`config.mk`:
```
export PLATFORM = sky130hd
export DESIGN_NAME = cpu_regfile
export DESIGN_NICKNAME = d
export VERILOG_FILES = /design/src/verilog/core_regs_pkg.sv /design/src/verilog/gpr_port_if.sv /design/src/verilog/cpu_regfile.sv /design/src/verilog/gpr_array.sv
export SDC_FILE = /design/constraint.sdc
export NUM_CORES = 1
export LEC_CHECK = 0
export BUFFER_PORTS_ARGS = -buffer_cell sky130_fd_sc_hd__buf_2
export CAP_MARGIN = 40
export CORE_ASPECT_RATIO = 0.75
export CORE_MARGIN = 2
export CORE_UTILIZATION = 40
export DETAILED_ROUTE_END_ITERATION = 7
export HOLD_SLACK_MARGIN = 0.1
export SETUP_SLACK_MARGIN = 0.3
export SYNTH_ARGS = -nofsm -noshare
export SYNTH_HDL_FRONTEND = slang
export SYNTH_SLANG_ARGS = --single-unit
```
`constraint.sdc`:
```
create_clock -name clk_sys -period 27.4 [get_ports clk_sys]
set_input_delay 1.37 -clock clk_sys [delete_from_list [all_inputs] [get_ports clk_sys]]
set_output_delay 1.37 -clock clk_sys [all_outputs]
set_load 0.005 [all_outputs]
```
`src/verilog/core_regs_pkg.sv`:
```
package core_regs_pkg;

    // ==========================================================
    // Data-space map
    // ==========================================================
    localparam logic [15:0] GPR_SPACE_TOP     = 16'h001f;  // Last register-mapped address
    localparam logic [15:0] IO_DATA_OFFSET    = 16'h0020;  // Short I/O address + this = data address
    localparam logic [5:0]  IO_ADDR_MAX       = 6'h3f;     // Highest short I/O address
    localparam logic [15:0] EXT_IO_BASE       = 16'h0060;  // Data-space-only region start
    localparam logic [15:0] SP_LOW_DATA_ADDR  = 16'h005d;  // Stack pointer low byte
    localparam logic [15:0] SP_HIGH_DATA_ADDR = 16'h005e;  // Stack pointer high byte
    localparam logic [5:0]  SP_LOW_IO_ADDR    = 6'h3d;     // Same byte in short I/O space
    localparam logic [15:0] TEMP_DATA_ADDR    = 16'h005c;  // Directly accessible temporary byte

    // ==========================================================
    // Stack pointer
    // ==========================================================
    localparam logic [15:0] SP_RESET_VALUE = 16'h08ff;     // Last internal SRAM address
    localparam logic [15:0] SP_WRITE_MASK  = 16'h0fff;     // Bits 11..0 writable
    localparam logic [15:0] SP_STEP_BYTE   = 16'h0001;     // Push / pop
    localparam logic [15:0] SP_STEP_WORD   = 16'h0002;     // Call / return

    // ==========================================================
    // Pointer pairs in the upper six general registers
    // ==========================================================
    localparam logic [4:0] PTR_X_LOW = 5'h1a;
    localparam logic [4:0] PTR_Y_LOW = 5'h1c;
    localparam logic [4:0] PTR_Z_LOW = 5'h1e;

    typedef enum logic [1:0] {PTR_NONE, PTR_X, PTR_Y, PTR_Z} ptr_sel_t;
    typedef enum logic [1:0] {PM_DISP, PM_POSTINC, PM_PREDEC} ptr_mode_t;
    typedef enum logic [2:0] {SOP_NONE, SOP_PUSH, SOP_POP, SOP_CALL, SOP_RET} stack_op_t;

endpackage : core_regs_pkg

```
`src/verilog/gpr_port_if.sv`:
```
interface gpr_port_if;
    logic [4:0] rd_a_addr;
    logic [4:0] rd_b_addr;
    logic [7:0] rd_a_data;
    logic [7:0] rd_b_data;
    logic       wr_lo_en;
    logic [4:0] wr_lo_addr;
    logic [7:0] wr_lo_data;
    logic       wr_hi_en;
    logic [7:0] wr_hi_data;
    logic       wr_st_en;
    logic [4:0] wr_st_addr;
    logic [7:0] wr_st_data;

    modport core (output rd_a_addr, rd_b_addr, wr_lo_en, wr_lo_addr, wr_lo_data,
                  wr_hi_en, wr_hi_data, wr_st_en, wr_st_addr, wr_st_data, input rd_a_data, rd_b_data);
    modport store (input rd_a_addr, rd_b_addr, wr_lo_en, wr_lo_addr, wr_lo_data,
                   wr_hi_en, wr_hi_data, wr_st_en, wr_st_addr, wr_st_data, output rd_a_data, rd_b_data);
endinterface : gpr_port_if

```
`src/verilog/cpu_regfile.sv`:
```
// Contract
// RULE1 - Ports: 1 or 2 byte reads, byte or 16-bit writes, 16-bit pair read.
// RULE2 - General registers mapped at data addresses 0..31.
// RULE3 - Pointer-addressed data access in 0..31 hits the general register; the code only stores there, loads return 0x00.
// RULE4 - Registers 26..31 form X, Y, Z 16-bit pointers, still byte usable.
// RULE5 - Pointer access supports displacement, post-increment, pre-decrement.
// RULE6 - Stack grows downward; pointer marks top of stack.
// RULE7 - Push decrements stack pointer by one, pop increments by one.
// RULE8 - Call or interrupt entry subtracts two; returns add two.
// RULE9 - Stack pointer resets to 0x8FF.
// RULE10 - Software sets up the stack above SRAM start before calls.
// RULE11 - Stack pointer low byte at data 0x5D / I/O 0x3D, high next.
// RULE12 - Stack pointer bits 15..12 read zero and ignore writes.
// RULE13 - Short I/O 0x00..0x3F equals data address plus 0x20.
// RULE14 - Data addresses 0x60 and up unreachable by short I/O.
// RULE15 - Low-byte write goes to temp; high write commits both together.
// RULE16 - Low-byte read captures high byte into temp; high read returns it.
// RULE17 - Software accesses low byte before high byte.
// RULE18 - Temporary register directly readable and writable.
// RULE19 - Software may mask interrupts around two-byte accesses.
// RULE20 - Core runs straight from clk_sys, no division.
// RULE21 - Fetch overlaps execute for one instruction per clock.
// RULE22 - Two-operand ALU read, execute, write-back in one cycle.
// RULE23 - A write is visible to reads the next cycle.
module cpu_regfile (
    input  wire logic        clk_sys,        // Core clock, undivided
    input  wire logic        sys_rst,        // Async reset, active high
    input  wire logic [4:0]  rd_a_addr,      // Operand A register
    input  wire logic [4:0]  rd_b_addr,      // Operand B register
    input  wire logic        rd_pair,        // Operand A read as 16-bit pair
    input  wire logic        wr_en,          // Result write strobe
    input  wire logic        wr_wide,        // Result is 16-bit
    input  wire logic [4:0]  wr_addr,        // Result register
    input  wire logic [15:0] wr_data,        // Result data
    input  wire logic        mem_en,         // Data-space access strobe
    input  wire logic        mem_we,         // Data-space write
    input  wire logic        mem_io,         // Short I/O form
    input  wire logic [15:0] mem_addr,       // Direct data/io address
    input  wire core_regs_pkg::ptr_sel_t  ptr_sel,  // Pointer addressing
    input  wire core_regs_pkg::ptr_mode_t ptr_mode, // Pointer mode
    input  wire logic [5:0]  ptr_disp,       // Fixed displacement
    input  wire logic [7:0]  mem_wdata,      // Store data
    input  wire core_regs_pkg::stack_op_t stack_op, // Stack pointer update
    output logic      [15:0] rd_a_data,      // Operand A (pair when rd_pair)
    output logic      [7:0]  rd_b_data,      // Operand B
    output logic      [15:0] eff_addr,       // Resolved data address
    output logic             ext_sel,        // Access goes outside this block
    output logic      [7:0]  mem_rdata,      // Load data
    output logic      [15:0] stack_top       // Current stack pointer
);

    // ==========================================================
    // Register array
    // ==========================================================
    gpr_port_if gp ();

    gpr_array #(.DEPTH(32)) u_gpr (
        .clk_sys (clk_sys),
        .sys_rst (sys_rst),
        .bus     (gp)
    );

    // ==========================================================
    // Address resolution
    // ==========================================================
    function automatic logic [4:0] ptr_low(input core_regs_pkg::ptr_sel_t s);
        case (s)
            core_regs_pkg::PTR_X: ptr_low = core_regs_pkg::PTR_X_LOW;
            core_regs_pkg::PTR_Y: ptr_low = core_regs_pkg::PTR_Y_LOW;
            default:              ptr_low = core_regs_pkg::PTR_Z_LOW;
        endcase
    endfunction : ptr_low

    logic [15:0] sp_reg, sp_next;
    logic [7:0]  temp_reg, temp_next;
    logic [7:0]  ptr_lo, ptr_hi;
    logic [15:0] ptr_val, ptr_upd, addr_c;
    logic        use_ptr, ptr_wb;
    logic [7:0]  rdata_c;

    assign use_ptr = (ptr_sel != core_regs_pkg::PTR_NONE) && mem_en;
    // Both read ports borrow the pointer pair during pointer access, A the low byte and B the high byte
    assign ptr_lo  = gp.rd_a_data;
    assign ptr_hi  = gp.rd_b_data;
    assign ptr_val = {ptr_hi, ptr_lo};                                          // RULE4
    // Post-increment uses old value, pre-decrement uses new one
    assign ptr_upd = (ptr_mode == core_regs_pkg::PM_POSTINC) ? ptr_val + 16'h0001 :
                     ptr_val - 16'h0001;                                        // RULE5
    assign ptr_wb  = use_ptr && (ptr_mode != core_regs_pkg::PM_DISP);

    // Short I/O form limited to 6 bits, so 0x60 and up cannot be reached
    assign addr_c = !use_ptr ? (mem_io ? {10'h000, mem_addr[5:0]} + core_regs_pkg::IO_DATA_OFFSET
                                       : mem_addr) :                            // RULE13 RULE14
                    (ptr_mode == core_regs_pkg::PM_DISP) ? ptr_val + {10'h000, ptr_disp} :
                    (ptr_mode == core_regs_pkg::PM_PREDEC) ? ptr_upd : ptr_val; // RULE5

    logic hit_gpr, hit_spl, hit_sph, hit_tmp;
    assign hit_gpr = addr_c <= core_regs_pkg::GPR_SPACE_TOP;                    // RULE2 RULE3
    assign hit_spl = addr_c == core_regs_pkg::SP_LOW_DATA_ADDR;                 // RULE11
    assign hit_sph = addr_c == core_regs_pkg::SP_HIGH_DATA_ADDR;                // RULE11
    assign hit_tmp = addr_c == core_regs_pkg::TEMP_DATA_ADDR;                   // RULE18

    // ==========================================================
    // Register array port steering
    // ==========================================================
    logic gpr_st;
    assign gpr_st = mem_en && mem_we && hit_gpr;
    assign gp.rd_a_addr = use_ptr ? ptr_low(ptr_sel) :
                          rd_pair ? {rd_a_addr[4:1], 1'b0} : rd_a_addr;         // RULE1
    assign gp.rd_b_addr = use_ptr ? ptr_low(ptr_sel) + 5'h01 :
                          rd_pair ? {rd_a_addr[4:1], 1'b1} : rd_b_addr;         // RULE1
    // Pointer reads take both ports, so the load data path never reads the array; loads in 0..31 return 0x00
    // Store has its own port so a pointer store and its writeback land together
    assign gp.wr_st_en   = gpr_st;                                              // RULE3
    assign gp.wr_st_addr = addr_c[4:0];
    assign gp.wr_st_data = mem_wdata;
    assign gp.wr_lo_en   = (wr_en && !gpr_st) || ptr_wb;
    assign gp.wr_lo_addr = ptr_wb ? ptr_low(ptr_sel) : wr_wide ? {wr_addr[4:1], 1'b0} : wr_addr;
    assign gp.wr_lo_data = ptr_wb ? ptr_upd[7:0] : wr_data[7:0];
    assign gp.wr_hi_en   = ptr_wb || (wr_en && wr_wide && !gpr_st);             // RULE1
    assign gp.wr_hi_data = ptr_wb ? ptr_upd[15:8] : wr_data[15:8];

    // ==========================================================
    // Stack pointer and temporary byte
    // ==========================================================
    logic [15:0] sp_step;
    always_comb
    begin
        sp_next   = sp_reg;
        temp_next = temp_reg;
        case (stack_op)
            core_regs_pkg::SOP_PUSH: sp_next = sp_reg - core_regs_pkg::SP_STEP_BYTE; // RULE6 RULE7
            core_regs_pkg::SOP_POP:  sp_next = sp_reg + core_regs_pkg::SP_STEP_BYTE; // RULE7
            core_regs_pkg::SOP_CALL: sp_next = sp_reg - core_regs_pkg::SP_STEP_WORD; // RULE8
            core_regs_pkg::SOP_RET:  sp_next = sp_reg + core_regs_pkg::SP_STEP_WORD; // RULE8
            default:                 sp_next = sp_reg;
        endcase
        if (mem_en && mem_we && hit_spl)
            temp_next = mem_wdata;                                              // RULE15
        if (mem_en && mem_we && hit_sph)
            sp_next = {mem_wdata, temp_reg};                                    // RULE15
        if (mem_en && !mem_we && hit_spl)
            temp_next = sp_reg[15:8];                                           // RULE16
        if (mem_en && mem_we && hit_tmp)
            temp_next = mem_wdata;                                              // RULE18
        sp_next = sp_next & core_regs_pkg::SP_WRITE_MASK;                       // RULE12
    end
    assign sp_step = sp_next;

    always_comb
    begin
        rdata_c = 8'h00;
        if (hit_spl)
            rdata_c = sp_reg[7:0];
        else if (hit_sph || hit_tmp)
            rdata_c = temp_reg;                                                 // RULE16 RULE18
    end

    // SP held in a flop straight from reset, fixed value; clocked by the undivided core clock RULE20
    always_ff @(posedge clk_sys or posedge sys_rst)
    begin
        if (sys_rst)
        begin
            sp_reg   <= core_regs_pkg::SP_RESET_VALUE;                          // RULE9
            temp_reg <= 8'h00;
        end
        else
        begin
            sp_reg   <= sp_step;
            temp_reg <= temp_next;
        end
    end

    // ==========================================================
    // Registered outputs, one cycle behind the request
    // ==========================================================
    // Array write lands at the edge, so next-cycle reads see it without stall
    // One new request accepted every edge RULE21
    always_ff @(posedge clk_sys or posedge sys_rst)
    begin
        if (sys_rst)
        begin
            rd_a_data <= 16'h0000;
            rd_b_data <= 8'h00;
            eff_addr  <= 16'h0000;
            ext_sel   <= 1'b0;
            mem_rdata <= 8'h00;
            stack_top <= core_regs_pkg::SP_RESET_VALUE;
        end
        else
        begin
            rd_a_data <= rd_pair ? {gp.rd_b_data, gp.rd_a_data} : {8'h00, gp.rd_a_data}; // RULE1 RULE22
            rd_b_data <= gp.rd_b_data;
            eff_addr  <= addr_c;
            ext_sel   <= mem_en && !(hit_gpr || hit_spl || hit_sph || hit_tmp);
            mem_rdata <= rdata_c;
            stack_top <= sp_step;                                               // RULE23
        end
    end

    // ==========================================================
    // Checks
    // ==========================================================
    property p_sp_reset;
        @(posedge clk_sys) $fell(sys_rst) |-> stack_top == 16'h08ff;
    endproperty
    a_sp_reset: assert property (p_sp_reset) else $error("sp reset value wrong"); // RULE9

    property p_push;
        @(posedge clk_sys) disable iff (sys_rst)
        (stack_op == core_regs_pkg::SOP_PUSH && !mem_en) |=> sp_reg == (($past(sp_reg) - 16'h0001) & 16'h0fff);
    endproperty
    a_push: assert property (p_push) else $error("push step wrong"); // RULE7

    property p_call;
        @(posedge clk_sys) disable iff (sys_rst)
        (stack_op == core_regs_pkg::SOP_CALL && !mem_en) |=> sp_reg == (($past(sp_reg) - 16'h0002) & 16'h0fff);
    endproperty
    a_call: assert property (p_call) else $error("call step wrong"); // RULE8

    property p_ret;
        @(posedge clk_sys) disable iff (sys_rst)
        (stack_op == core_regs_pkg::SOP_RET && !mem_en) |=> sp_reg == (($past(sp_reg) + 16'h0002) & 16'h0fff);
    endproperty
    a_ret: assert property (p_ret) else $error("return step wrong"); // RULE8

    property p_sp_top;
        @(posedge clk_sys) disable iff (sys_rst) sp_reg[15:12] == 4'h0;
    endproperty
    a_sp_top: assert property (p_sp_top) else $error("sp upper bits set"); // RULE12

    property p_hi_commit;
        @(posedge clk_sys) disable iff (sys_rst)
        (mem_en && mem_we && hit_sph && stack_op == core_regs_pkg::SOP_NONE)
        |=> sp_reg[7:0] == $past(temp_reg);
    endproperty
    a_hi_commit: assert property (p_hi_commit) else $error("temp not committed"); // RULE15

    property p_lo_capture;
        @(posedge clk_sys) disable iff (sys_rst)
        (mem_en && !mem_we && hit_spl) |=> temp_reg == $past(sp_reg[15:8]);
    endproperty
    a_lo_capture: assert property (p_lo_capture) else $error("high byte not captured"); // RULE16

    property p_io_map;
        @(posedge clk_sys) disable iff (sys_rst)
        (mem_en && mem_io && !use_ptr) |-> addr_c < core_regs_pkg::EXT_IO_BASE;
    endproperty
    a_io_map: assert property (p_io_map) else $error("io reached ext space"); // RULE14

    property p_wr_visible;
        @(posedge clk_sys) disable iff (sys_rst)
        (wr_en && !wr_wide && !gpr_st && !ptr_wb) ##1 (!use_ptr && rd_b_addr == $past(wr_addr) && !rd_pair)
        |=> rd_b_data == $past(wr_data[7:0], 2);
    endproperty
    a_wr_visible: assert property (p_wr_visible) else $error("write not visible"); // RULE23 RULE22

endmodule : cpu_regfile

```
`src/verilog/gpr_array.sv`:
```
module gpr_array #(
    parameter int DEPTH = 32
) (
    input  wire logic clk_sys,   // Core clock
    input  wire logic sys_rst,   // Async reset
    gpr_port_if.store bus        // Read and write ports
);

    // ==========================================================
    // Storage with two combinational read ports
    // ==========================================================
    logic [7:0] mem_reg [DEPTH];

    // Reads are same-cycle so operand read, execute and write fit in one clock
    assign bus.rd_a_data = mem_reg[bus.rd_a_addr];
    assign bus.rd_b_data = mem_reg[bus.rd_b_addr];

    // Byte write, or 16-bit write to an even/odd pair
    always_ff @(posedge clk_sys or posedge sys_rst)
    begin
        if (sys_rst)
        begin
            for (int i = 0; i < DEPTH; i++)
                mem_reg[i] <= 8'h00;
        end
        else
        begin
            // Data-space store first, so pointer writeback overrides it; the core gates result writes off during a store
            if (bus.wr_st_en)
                mem_reg[bus.wr_st_addr] <= bus.wr_st_data;
            if (bus.wr_lo_en)
                mem_reg[bus.wr_lo_addr] <= bus.wr_lo_data;
            if (bus.wr_hi_en)
                mem_reg[{bus.wr_lo_addr[4:1], 1'b1}] <= bus.wr_hi_data;
        end
    end

endmodule : gpr_array

```
# Yosys cells after proc, flatten, opt, wreduce, memory -nomap -nowiden
# Cells that the tools add are included.
# Widths: inputs -> output; s select.
[word_totals] ff_bits=325 wordCells=143
[classes] add_sub_neg=9 magnitude_cmp=9 eq_ne=11 n_mux=40 bitwise=5 n_reduce_logical=30
[ops] op="$bwmux 256" count=3
[ops] op="$mux 256" count=3
[ops] op="$demux 8 s5" count=3
[ops] op="$mux 8" count=14
[ops] op="$mux 16" count=6
[ops] op="$bmux 8 s5" count=2
[ops] op="$eq 16x7->1 const B" count=3
[ops] op="$pmux 12 s4" count=1
[ops] op="$ge 6x6->1 const B" count=5
[ops] op="$not 5->6" count=5
[ops] op="$mux 5" count=4
[ops] op="$lt 6x1->1 const B" count=3
[ops] op="$add 16x1->16 const B" count=1
[ops] op="$add 16x6->16" count=1
[ops] op="$le 16x5->1 const B" count=1
[ops] op="$logic_and 1x1->1" count=16
[ops] op="$sub 16x1->16 const B" count=1
[ops] op="$add 12x1->12 const B" count=1
[ops] op="$add 12x2->12 const B" count=1
[ops] op="$mux 12" count=1
[ops] op="$sub 12x1->12 const B" count=1
[ops] op="$sub 12x2->12 const B" count=1
[ops] op="$add 6x6->7 const B" count=1
[ops] op="$eq 3x2->1 const B" count=2
[ops] op="13 further kinds" count=24

# Depth between registers and ports, before layout
# Gate-level depths: netlist of run 1.
[logic_depth] ltp_word=24 mapped_depth=35 depth_no_buf=25

# Modules after synthesis
# From an unflattened synthesis of run 1, not the netlist that was laid out.
[unflattened] hier_cells=2434 hier_area_um2=23453.7
[modules_own_cells] module="gpr_array" n_inst=1 cells_per_inst=1775 area_per_inst_um2=17779.6 seq_area_each_um2=6406.1
[modules_own_cells] module="cpu_regfile" n_inst=1 cells_per_inst=659 area_per_inst_um2=5674.2 seq_area_each_um2=1737.9

# Least setup slack after synthesis of run 1
# No wires, ideal clock.
[synth_path] path_type="input to register" startpoint="input port ptr_sel[1]" endpoint="register u_gpr.mem_reg[68] (netlist name)" setup_time_ns=0.134 arrival_ns=7.931 required_ns=27.266 path_slack_ns=19.335 path_stages=31 n_path_buf=9 path_cell_list="buf_2 o21a_1 buf_6 nor2_4 clkbuf_1 clkbuf_1 buf_2 buf_1 buf_1 nand2_1 nand3_1 nand3_1 nand3_1 o21ai_0 o21ai_0 ha_1 and2_1 nor3_1 nor2_1 o41ai_1 nand2_1 a221oi_2 mux2i_1 o31ai_4 or4_4 buf_6 nor3_2 buf_2 mux2_2 a21oi_1 o31ai_1"
[synth_between] elab_cells_between_ends=58 cone_classes="add/sub: 4; order compare: 7; eq/ne: 2; mux: 28; bitwise: 5; reduce/logical: 12"
[synth_lines] element="start, declared" line_no="cpu_regfile.sv:39" source="input wire core_regs_pkg::ptr_sel_t ptr_sel,"
[synth_lines] element="$eq 2x2->1 (tied with other cells)" line_no="cpu_regfile.sv:67" source="case (s)"
[synth_lines] element="$pmux 3 s2 / $logic_and 1x1->1 (equally long branches)" line_no="cpu_regfile.sv:67, cpu_regfile.sv:81"
[synth_lines] element="$mux 5 (*)" line_no="cpu_regfile.sv:108" source="assign gp.rd_a_addr = use_ptr ? ptr_low(ptr_sel) :"
[synth_lines] element="$not 5->6 (not written as such) (*)" line_no="gpr_array.sv:15" source="assign bus.rd_a_data = mem_reg[bus.rd_a_addr];"
[synth_lines] element="$bmux 8 s5 (*)" line_no="gpr_array.sv:15"
[synth_lines] element="$mux 8 (not written as such) (*) (2 in a row)" line_no="gpr_array.sv:15"
[synth_lines] element="net gp.rd_a_data[2]" line_no="gpr_port_if.sv:4" source="logic [7:0] rd_a_data;"
[synth_lines] element="$sub 16x1->16 / $add 16x1->16 (equally long branches)" line_no="cpu_regfile.sv:88, cpu_regfile.sv:87"
[synth_lines] element="[... 4 more ...]"
[synth_lines] element="net addr_c[15]" line_no="cpu_regfile.sv:77" source="logic [15:0] ptr_val, ptr_upd, addr_c;"
[synth_lines] element="$le 16x5->1 (*)" line_no="cpu_regfile.sv:98" source="assign hit_gpr = addr_c <= core_regs_pkg::GPR_SPACE_TOP;"
[synth_lines] element="$logic_and 1x1->1 (*)" line_no="cpu_regfile.sv:107" source="assign gpr_st = mem_en && mem_we && hit_gpr;"
[synth_lines] element="$logic_not 1->1" line_no="cpu_regfile.sv:117, cpu_regfile.sv:120"
[synth_lines] element="$logic_and 1x1->1" line_no="cpu_regfile.sv:117" source="assign gp.wr_lo_en = (wr_en && !gpr_st) || ptr_wb;"
[synth_lines] element="$logic_or 1x1->1" line_no="cpu_regfile.sv:117"
[synth_lines] element="$mux 256" line_no="gpr_array.sv:31" source="if (bus.wr_lo_en)"
[synth_lines] element="$bwmux 256" line_no="gpr_array.sv:34" source="mem_reg[{bus.wr_lo_addr[4:1], 1'b1}] <= bus.wr_hi_data;"
[synth_lines] element="$mux 256 (*)" line_no="gpr_array.sv:33" source="if (bus.wr_hi_en)"
[synth_lines] element="end signal, assigned by index" line_no="gpr_array.sv:30" source="mem_reg[bus.wr_st_addr] <= bus.wr_st_data;"
[synth_lines] element="end signal, assigned by index" line_no="gpr_array.sv:32" source="mem_reg[bus.wr_lo_addr] <= bus.wr_lo_data;"
[synth_lines] element="end signal, assigned by index" line_no="gpr_array.sv:34"
[synth_lines] element="end, declared" line_no="gpr_array.sv:12" source="logic [7:0] mem_reg [DEPTH];"
# The timed path passes the listed nets; every way through them passes the cells marked *. The select of a mux whose other input is x is not followed.
# A chain may end at the register's enable or synchronous reset.

# Final worst setup path of run 1
[layout_path] startpoint="input port mem_en" endpoint="register u_gpr.mem_reg[180] (netlist name)"
[layout_between] elab_chain_len=22 elab_cells_between_ends=54 cone_classes="add/sub: 3; order compare: 7; mux: 27; bitwise: 5; reduce/logical: 12"
[layout_lines] element="start, declared" line_no="cpu_regfile.sv:35" source="input wire logic mem_en,"
[layout_lines] element="$logic_and 1x1->1 (*)" line_no="cpu_regfile.sv:81" source="assign use_ptr = (ptr_sel != core_regs_pkg::PTR_NONE) && mem_en;"
[layout_lines] element="$mux 5 (*)" line_no="cpu_regfile.sv:108"
[layout_lines] element="$not 5->6 (not written as such) (*)" line_no="gpr_array.sv:15"
[layout_lines] element="$bmux 8 s5 (*)" line_no="gpr_array.sv:15"
[layout_lines] element="$mux 8 (not written as such) (*) (2 in a row)" line_no="gpr_array.sv:15"
[layout_lines] element="net gp.rd_a_data[0]" line_no="gpr_port_if.sv:4"
[layout_lines] element="$sub 16x1->16 / $add 16x1->16 (equally long branches)" line_no="cpu_regfile.sv:88, cpu_regfile.sv:87"
[layout_lines] element="$mux 16" line_no="cpu_regfile.sv:87" source="assign ptr_upd = (ptr_mode == core_regs_pkg::PM_POSTINC) ? ptr_val + 16'h0001 :"
[layout_lines] element="[... 6 more ...]"
[layout_lines] element="$mux 8 (not written as such)" line_no="gpr_array.sv:30"
[layout_lines] element="$demux 8 s5" line_no="gpr_array.sv:30"
[layout_lines] element="$bwmux 256" line_no="gpr_array.sv:30"
[layout_lines] element="$mux 256" line_no="gpr_array.sv:29" source="if (bus.wr_st_en)"
[layout_lines] element="$bwmux 256" line_no="gpr_array.sv:32"
[layout_lines] element="$mux 256" line_no="gpr_array.sv:31"
[layout_lines] element="$bwmux 256" line_no="gpr_array.sv:34"
[layout_lines] element="$mux 256 (*)" line_no="gpr_array.sv:33"
# Marks and branches as above.

==> results of run 1 <==
-- through the flow --
stage	util (%)	area, sq um
final	45.4	28300
after global routing	45.4	28300
after CTS	45.4	28300
after detailed placement	43.4	27100
after global placement	43.0	26800
after floorplan	-	25400
-- placed cells by master (no fill, tap or decap), types with 52 or more instances in the layout --
cell type,Yosys,layout
o22ai_1,53,53
nor2_1,183,178
mux2i_1,309,303
buf_4,22,94
o21ai_0,99,98
inv_1,61,60
nand2_1,373,371
a22oi_1,96,96
nand3_1,190,190
a21oi_1,175,172
dfrtp_1,316,316
buf_2,56,142
o211ai_1,52,52
nor3_1,77,76
-- kinds of logic (layout without fill, tap and decap cells) --
family	count (synthesis)	after routing	share of synthesized area, %
DFF	325	325	32.1
and+or+nand+nor	1058	1058	20.8
adders and majority gates	43	43	2.24
xor gates and xnor gates	41	41	1.41
buffers and inverters	297	377	5.35
AOI/OAI and AO/OA	856	856	23.6
muxes	354	354	14.5
other	1	7	0.0148
-- cell type report --
class                      instances  area [sq um]
fill                            6119         34000
multi-input combinational       2356         16000
sequential                       325          8140
timing repair buffer             246          1570
clock buffer                      54          1080
tap                              850          1060
inverter                          63           244
clock inverter                    14           180
antenna                            3          7.51
-- layer usage --
metal | vias up | share of wire [%] | wire, um
met5 | - | 0 | 0
li1 | 11277 | - | -
met4 | 0 | 4.2 | 6190
met2 | 2255 | 37 | 54300
met1 | 13826 | 42 | 61400
met3 | 338 | 16 | 23900
-- critical path, delay by kind of cell --
family | cells | cell delay, ns
XOR/XNOR | 1 | 0.40
multiplexers | 2 | 0.52
AND/OR/NAND/NOR | 7 | 3.47
adder cells (fa/ha/maj) | 1 | 0.50
AO/OA/AOI/OAI | 9 | 3.06
buffers and inverters | 3 | 1.61
-- how the worst min path moves through the flow --
stage,cells past startpoint,slack [ns],to,start
2_1_floorplan,2,0.47,stack_top[0],temp_reg[0]
3_3_place_gp,2,0.50,stack_top[0],temp_reg[0]
3_5_place_dp,2,0.51,stack_top[0],temp_reg[0]
4_1_cts,2,0.52,stack_top[0],temp_reg[0]
5_1_grt,2,0.53,stack_top[0],temp_reg[0]
6_report,2,0.51,stack_top[0],temp_reg[0]
-- power breakdown --
group | internal [uW] | leakage (uW) | total (uW) | switching (uW)
Sequential | 623 | 0.00381 | 856 | 233
Combinational | 334 | 0.00778 | 927 | 593
Clock | 313 | 0.000621 | 542 | 229
Total | 1270 | 0.0122 | 2330 | 1060
==> impl_metrics.toml, run 1 <==
[outcome]
status = "complete, no violations"

[worst_setup_path]
r2r-end = "u_gpr.mem_reg[180]"
cpPeakStageDelay_ns = 0.73
required_ns = 27.85
cp_data_arrival_time_ns = 11.10
crit_path_cell_trace = "buf_2 > o21a_2 > nor2_4 > buf_4 > mux2_1 > a221o_1 > o32a_1 > and2_1 > fa_1 > a21o_1 > a21oi_1 > nor2b_1 > o21ai_0 > xor2_1 > o22ai_1 > o21ai_0 > nand4_2 > or4_4 > nor2_4 > buf_4 > and3_1 > mux2i_1 > a222oi_1"
worstSetupPathType = "in -> reg"
r2r.worst_path.cells = 19
cpMaxStageDelayCell = "or4_4"
startpoint = "mem_en"
end_kind = "flop"
start_kind = "primary input"
cp_max_fo = 42
r2r_slack_ns = 18.74
worstSetupEndpoint = "u_gpr.mem_reg[180]"
reg2reg_from = "u_gpr.mem_reg[231]"

[synth]
synth_edf_count = 0
synth_area_sq_um = 25400
synth_common_cells = "nand2_1 (373), dfrtp_1 (316), mux2i_1 (309)"
synth-seq-cells = 325
synth_seq_area_share_pct = 32.1
ys_types = 113
synthMostInstantiatedCell = "nand2_1"
ys.flop_type = "dfrtp_1"
yosys_warnings = 0
synth.avg_cell_area_sq_um = 8.53
synth_top_area_cell = "dfrtp_1"
synth_top_area_share_pct = 31.2
synthArstFlopShare_pct = 100
netlist_instances = 2975
synth_area_leaders = "dfrtp_1 (31%), mux2i_1 (12%), nand2_1 (5.5%)"

[timing]
min_period_over_period_pct = 38.8
final-setup-viol-count = 0
finalMaxSlewViolations = 0
fmax_mhz = 94.0
whs_ns = 0.511
fin_crit_ns = 10.64
hold_viol_final = 0
finalClockSkew_ns = 0.0306
maxSlewHeadroom_pct = 32.4
setup_ws_ns = 16.76
worst_pin_slew_ns = 1.00
setup_tns_ns = 0
rsz0062_at_grt = "no"

[route]
drt_iter0_drc = 4433
vias = 27696
wl_um = 146000
drt_drc_violations_left = 0
vias_per_cell = 7.08
routedWlPerCell_um = 37.3
firstDrtPassIters = 6
ant_nets = 0

[power]
peakVddDrop_v = 0.0000482
p_leak_uw = 0.0122
power_density_nw_per_um2 = 82.0
power.total_uw = 2330

[clocking]
cts_made_buffers = 38
clockBufferDepth = 3
clk-insertion-delay-late_ns = 0.59
clock-root-buffer = "clkbuf_16"
ctsResizeCount = 0
post-cts-setup-buffer-count = 0
cts_tree = "built"
holdBufCountCts = 0
path_clk_slew_ns = 0.06
cts.sinks = 325
htree_levels = 2

[die]
start_util_pct = 40.7
io_pins = 141
die-height_um = 222
die-area_sq_um = 65500
core-area_sq_um = 62400
rows = 79
die_w_um = 295

[layout]
drive_gt1_share_pct = 15.2
nets = 3149
instances_no_fill = 3911
largest_reg_flops = 256
syn_to_final_growth_pct = 11.7

[global_routing]
met1_usage_pct = 63.4
grt.overflow.total = 0
grt_max_degree = 99
grt_pass1_wl_um = 202000
top_usage_layer = "met1"
grt_pass1_vias = 25396
track_usage_pct = 43.6
grt_use_met2_pct = 55.7
grt_antenna_before_repair = 4
use_met3_pct = 18.9

[placement]
place_ws_ns = 16.61
io_buffer_count = 136
placedCellCount = 3840
post-dp-hpwl_um = 105000
gp_congestion = 1.03

[worst_hold_path]
hold_path_class = "reg -> reg"

[run]
cap_violations = 0
Power figures use the tool's default switching activity.
==> run 2: changes to the inputs <==
- clock period: 27.4 -> 10.05 ns (I/O delays scaled with it)
==> impl_metrics.toml, run 2 (same netlist as run 1, synthesis figures left out) <==
[power]
power_density_nw_per_um2 = 227
power.total_uw = 6510
peakVddDrop_v = 0.000217
p_leak_uw = 0.0124

[die]
start_util_pct = 40.7
io_pins = 141
die_w_um = 295
core-area_sq_um = 62400
rows = 79
die-height_um = 222
die-area_sq_um = 65500

[route]
ant_nets = 0
drt_drc_violations_left = 25
vias = 27859
firstDrtPassIters = 8
vias_per_cell = 7.08
drt_iter0_drc = 4999
routedWlPerCell_um = 37.2
wl_um = 146000

[worst_setup_path]
startpoint = "mem_en"
reg2reg_from = "u_gpr.mem_reg[71]"
cpPeakStageDelay_ns = 0.64
r2r.worst_path.cells = 22
crit_path_cell_trace = "buf_2 > o21a_2 > buf_4 > nor2_4 > buf_4 > buf_4 > a32o_1 > a2111oi_0 > nand4_1 > inv_2 > ha_1 > a21oi_1 > nand2_1 > a21o_1 > a221oi_2 > mux2i_1 > o31ai_4 > or4_4 > nor2_4 > buf_4 > nor2_1 > nand3_1 > a222oi_1"
r2r-end = "u_gpr.mem_reg[176]"
cp_top_family = "compound AO/OA/AOI/OAI gates"
required_ns = 10.52
cp.depth = 23
r2r_slack_ns = 2.00
crit_top_cell = "buf_4"
cpMaxStageDelayCell = "nor2_1"
worstSetupPathType = "in -> reg"
crit_buf_inv = 6
start_kind = "primary input"
end_kind = "flop"
cp_data_arrival_time_ns = 8.65
cp_max_fo = 31

[clocking]
htree_levels = 2
holdBufCountCts = 0
cts_made_buffers = 40
path_clk_slew_ns = 0.06
cts.sinks = 325
post-cts-setup-buffer-count = 0
clock-root-buffer = "clkbuf_16"
cts_tree = "built"
clockBufferDepth = 3
ctsResizeCount = 0
clk-insertion-delay-late_ns = 0.60

[timing]
setup_tns_ns = 0
fmax_mhz = 122
min_period_over_period_pct = 81.4
hold_viol_final = 0
fin_crit_ns = 8.18
worst_pin_slew_ns = 0.975
finalMaxSlewViolations = 0
maxSlewHeadroom_pct = 35.0
final-setup-viol-count = 0
rsz0062_at_grt = "no"
finalClockSkew_ns = 0.0314

[layout]
final_cell_mix = "nand2_1 (371), dfrtp_1 (316), mux2i_1 (302)"
instances_no_fill = 3934
syn_to_final_growth_pct = 13.0
final_common_cell = "nand2_1"
final_area_sq_um = 28700
final_util_pct = 46.0
nets = 3166
nFillCells = 6099
largest_reg_flops = 256
drive_gt1_share_pct = 15.9

[global_routing]
grt_pass1_wl_um = 203000
grt_max_degree = 158
grt.overflow.total = 0
track_usage_pct = 43.5
grt_antenna_before_repair = 8
grt_pass1_vias = 25774

[run]
cap_violations = 0

[outcome]
violations = "design-rule violations"
status = "complete, but fails checks"

[placement]
io_buffer_count = 136
post-dp-hpwl_um = 106000
placedCellCount = 3855
gp_congestion = 1.06
placed_cell_area_sq_um = 27200

[worst_hold_path]
hold_path_class = "in -> async"
## run 2: layout make-up
type	count	area [sq um]	share of cell area, %
multi-input cells	2356	16000	55.9
flip-flops and latches	325	8140	28.4
repair buffers	261	1730	6.03
clock buffers	52	1160	4.04
well taps	850	1060	3.71
clock inverters	18	274	0.956
inverters	63	244	0.851
diodes	9	22.5	0.0785
## run 2: layer usage
metal  track usage, %  wire, um  part of all wire, %  up-vias
li1                 -         -                    -    11322
met1             61.5     60300                   41    13769
met2             55.0     53900                   37     2383
met3             22.2     25600                   17      381
met4             16.6      6510                  4.4        4
met5                0        27                0.018        -
## run 2: worst max path at each step
stage | endpoint | slack, ns
after global routing | u_gpr.mem_reg[176] | 1.68
after CTS | u_gpr.mem_reg[176] | 2.23
after global placement | u_gpr.mem_reg[0] | 0.98
after detailed placement | u_gpr.mem_reg[182] | 1.70
after floorplan | eff_addr[0] | 0.56
final | u_gpr.mem_reg[176] | 1.87
## run 2: metrics by stage
| stage | hold slack [ns] | setup slack, ns |
|---|---|---|
| final | 0.0557 | 1.87 |
| after global routing | 0.141 | 1.68 |
| after floorplan | 0.468 | 0.564 |
| after CTS | 0.112 | 2.23 |
| after detailed placement | 0.506 | 1.70 |
| after global placement | 0.500 | 0.978 |
## run 2: power by group
group          switching, uW  internal [uW]  total [uW]
Sequential               673           1700        2370
Combinational           1590            921        2510
Clock                    660            970        1630
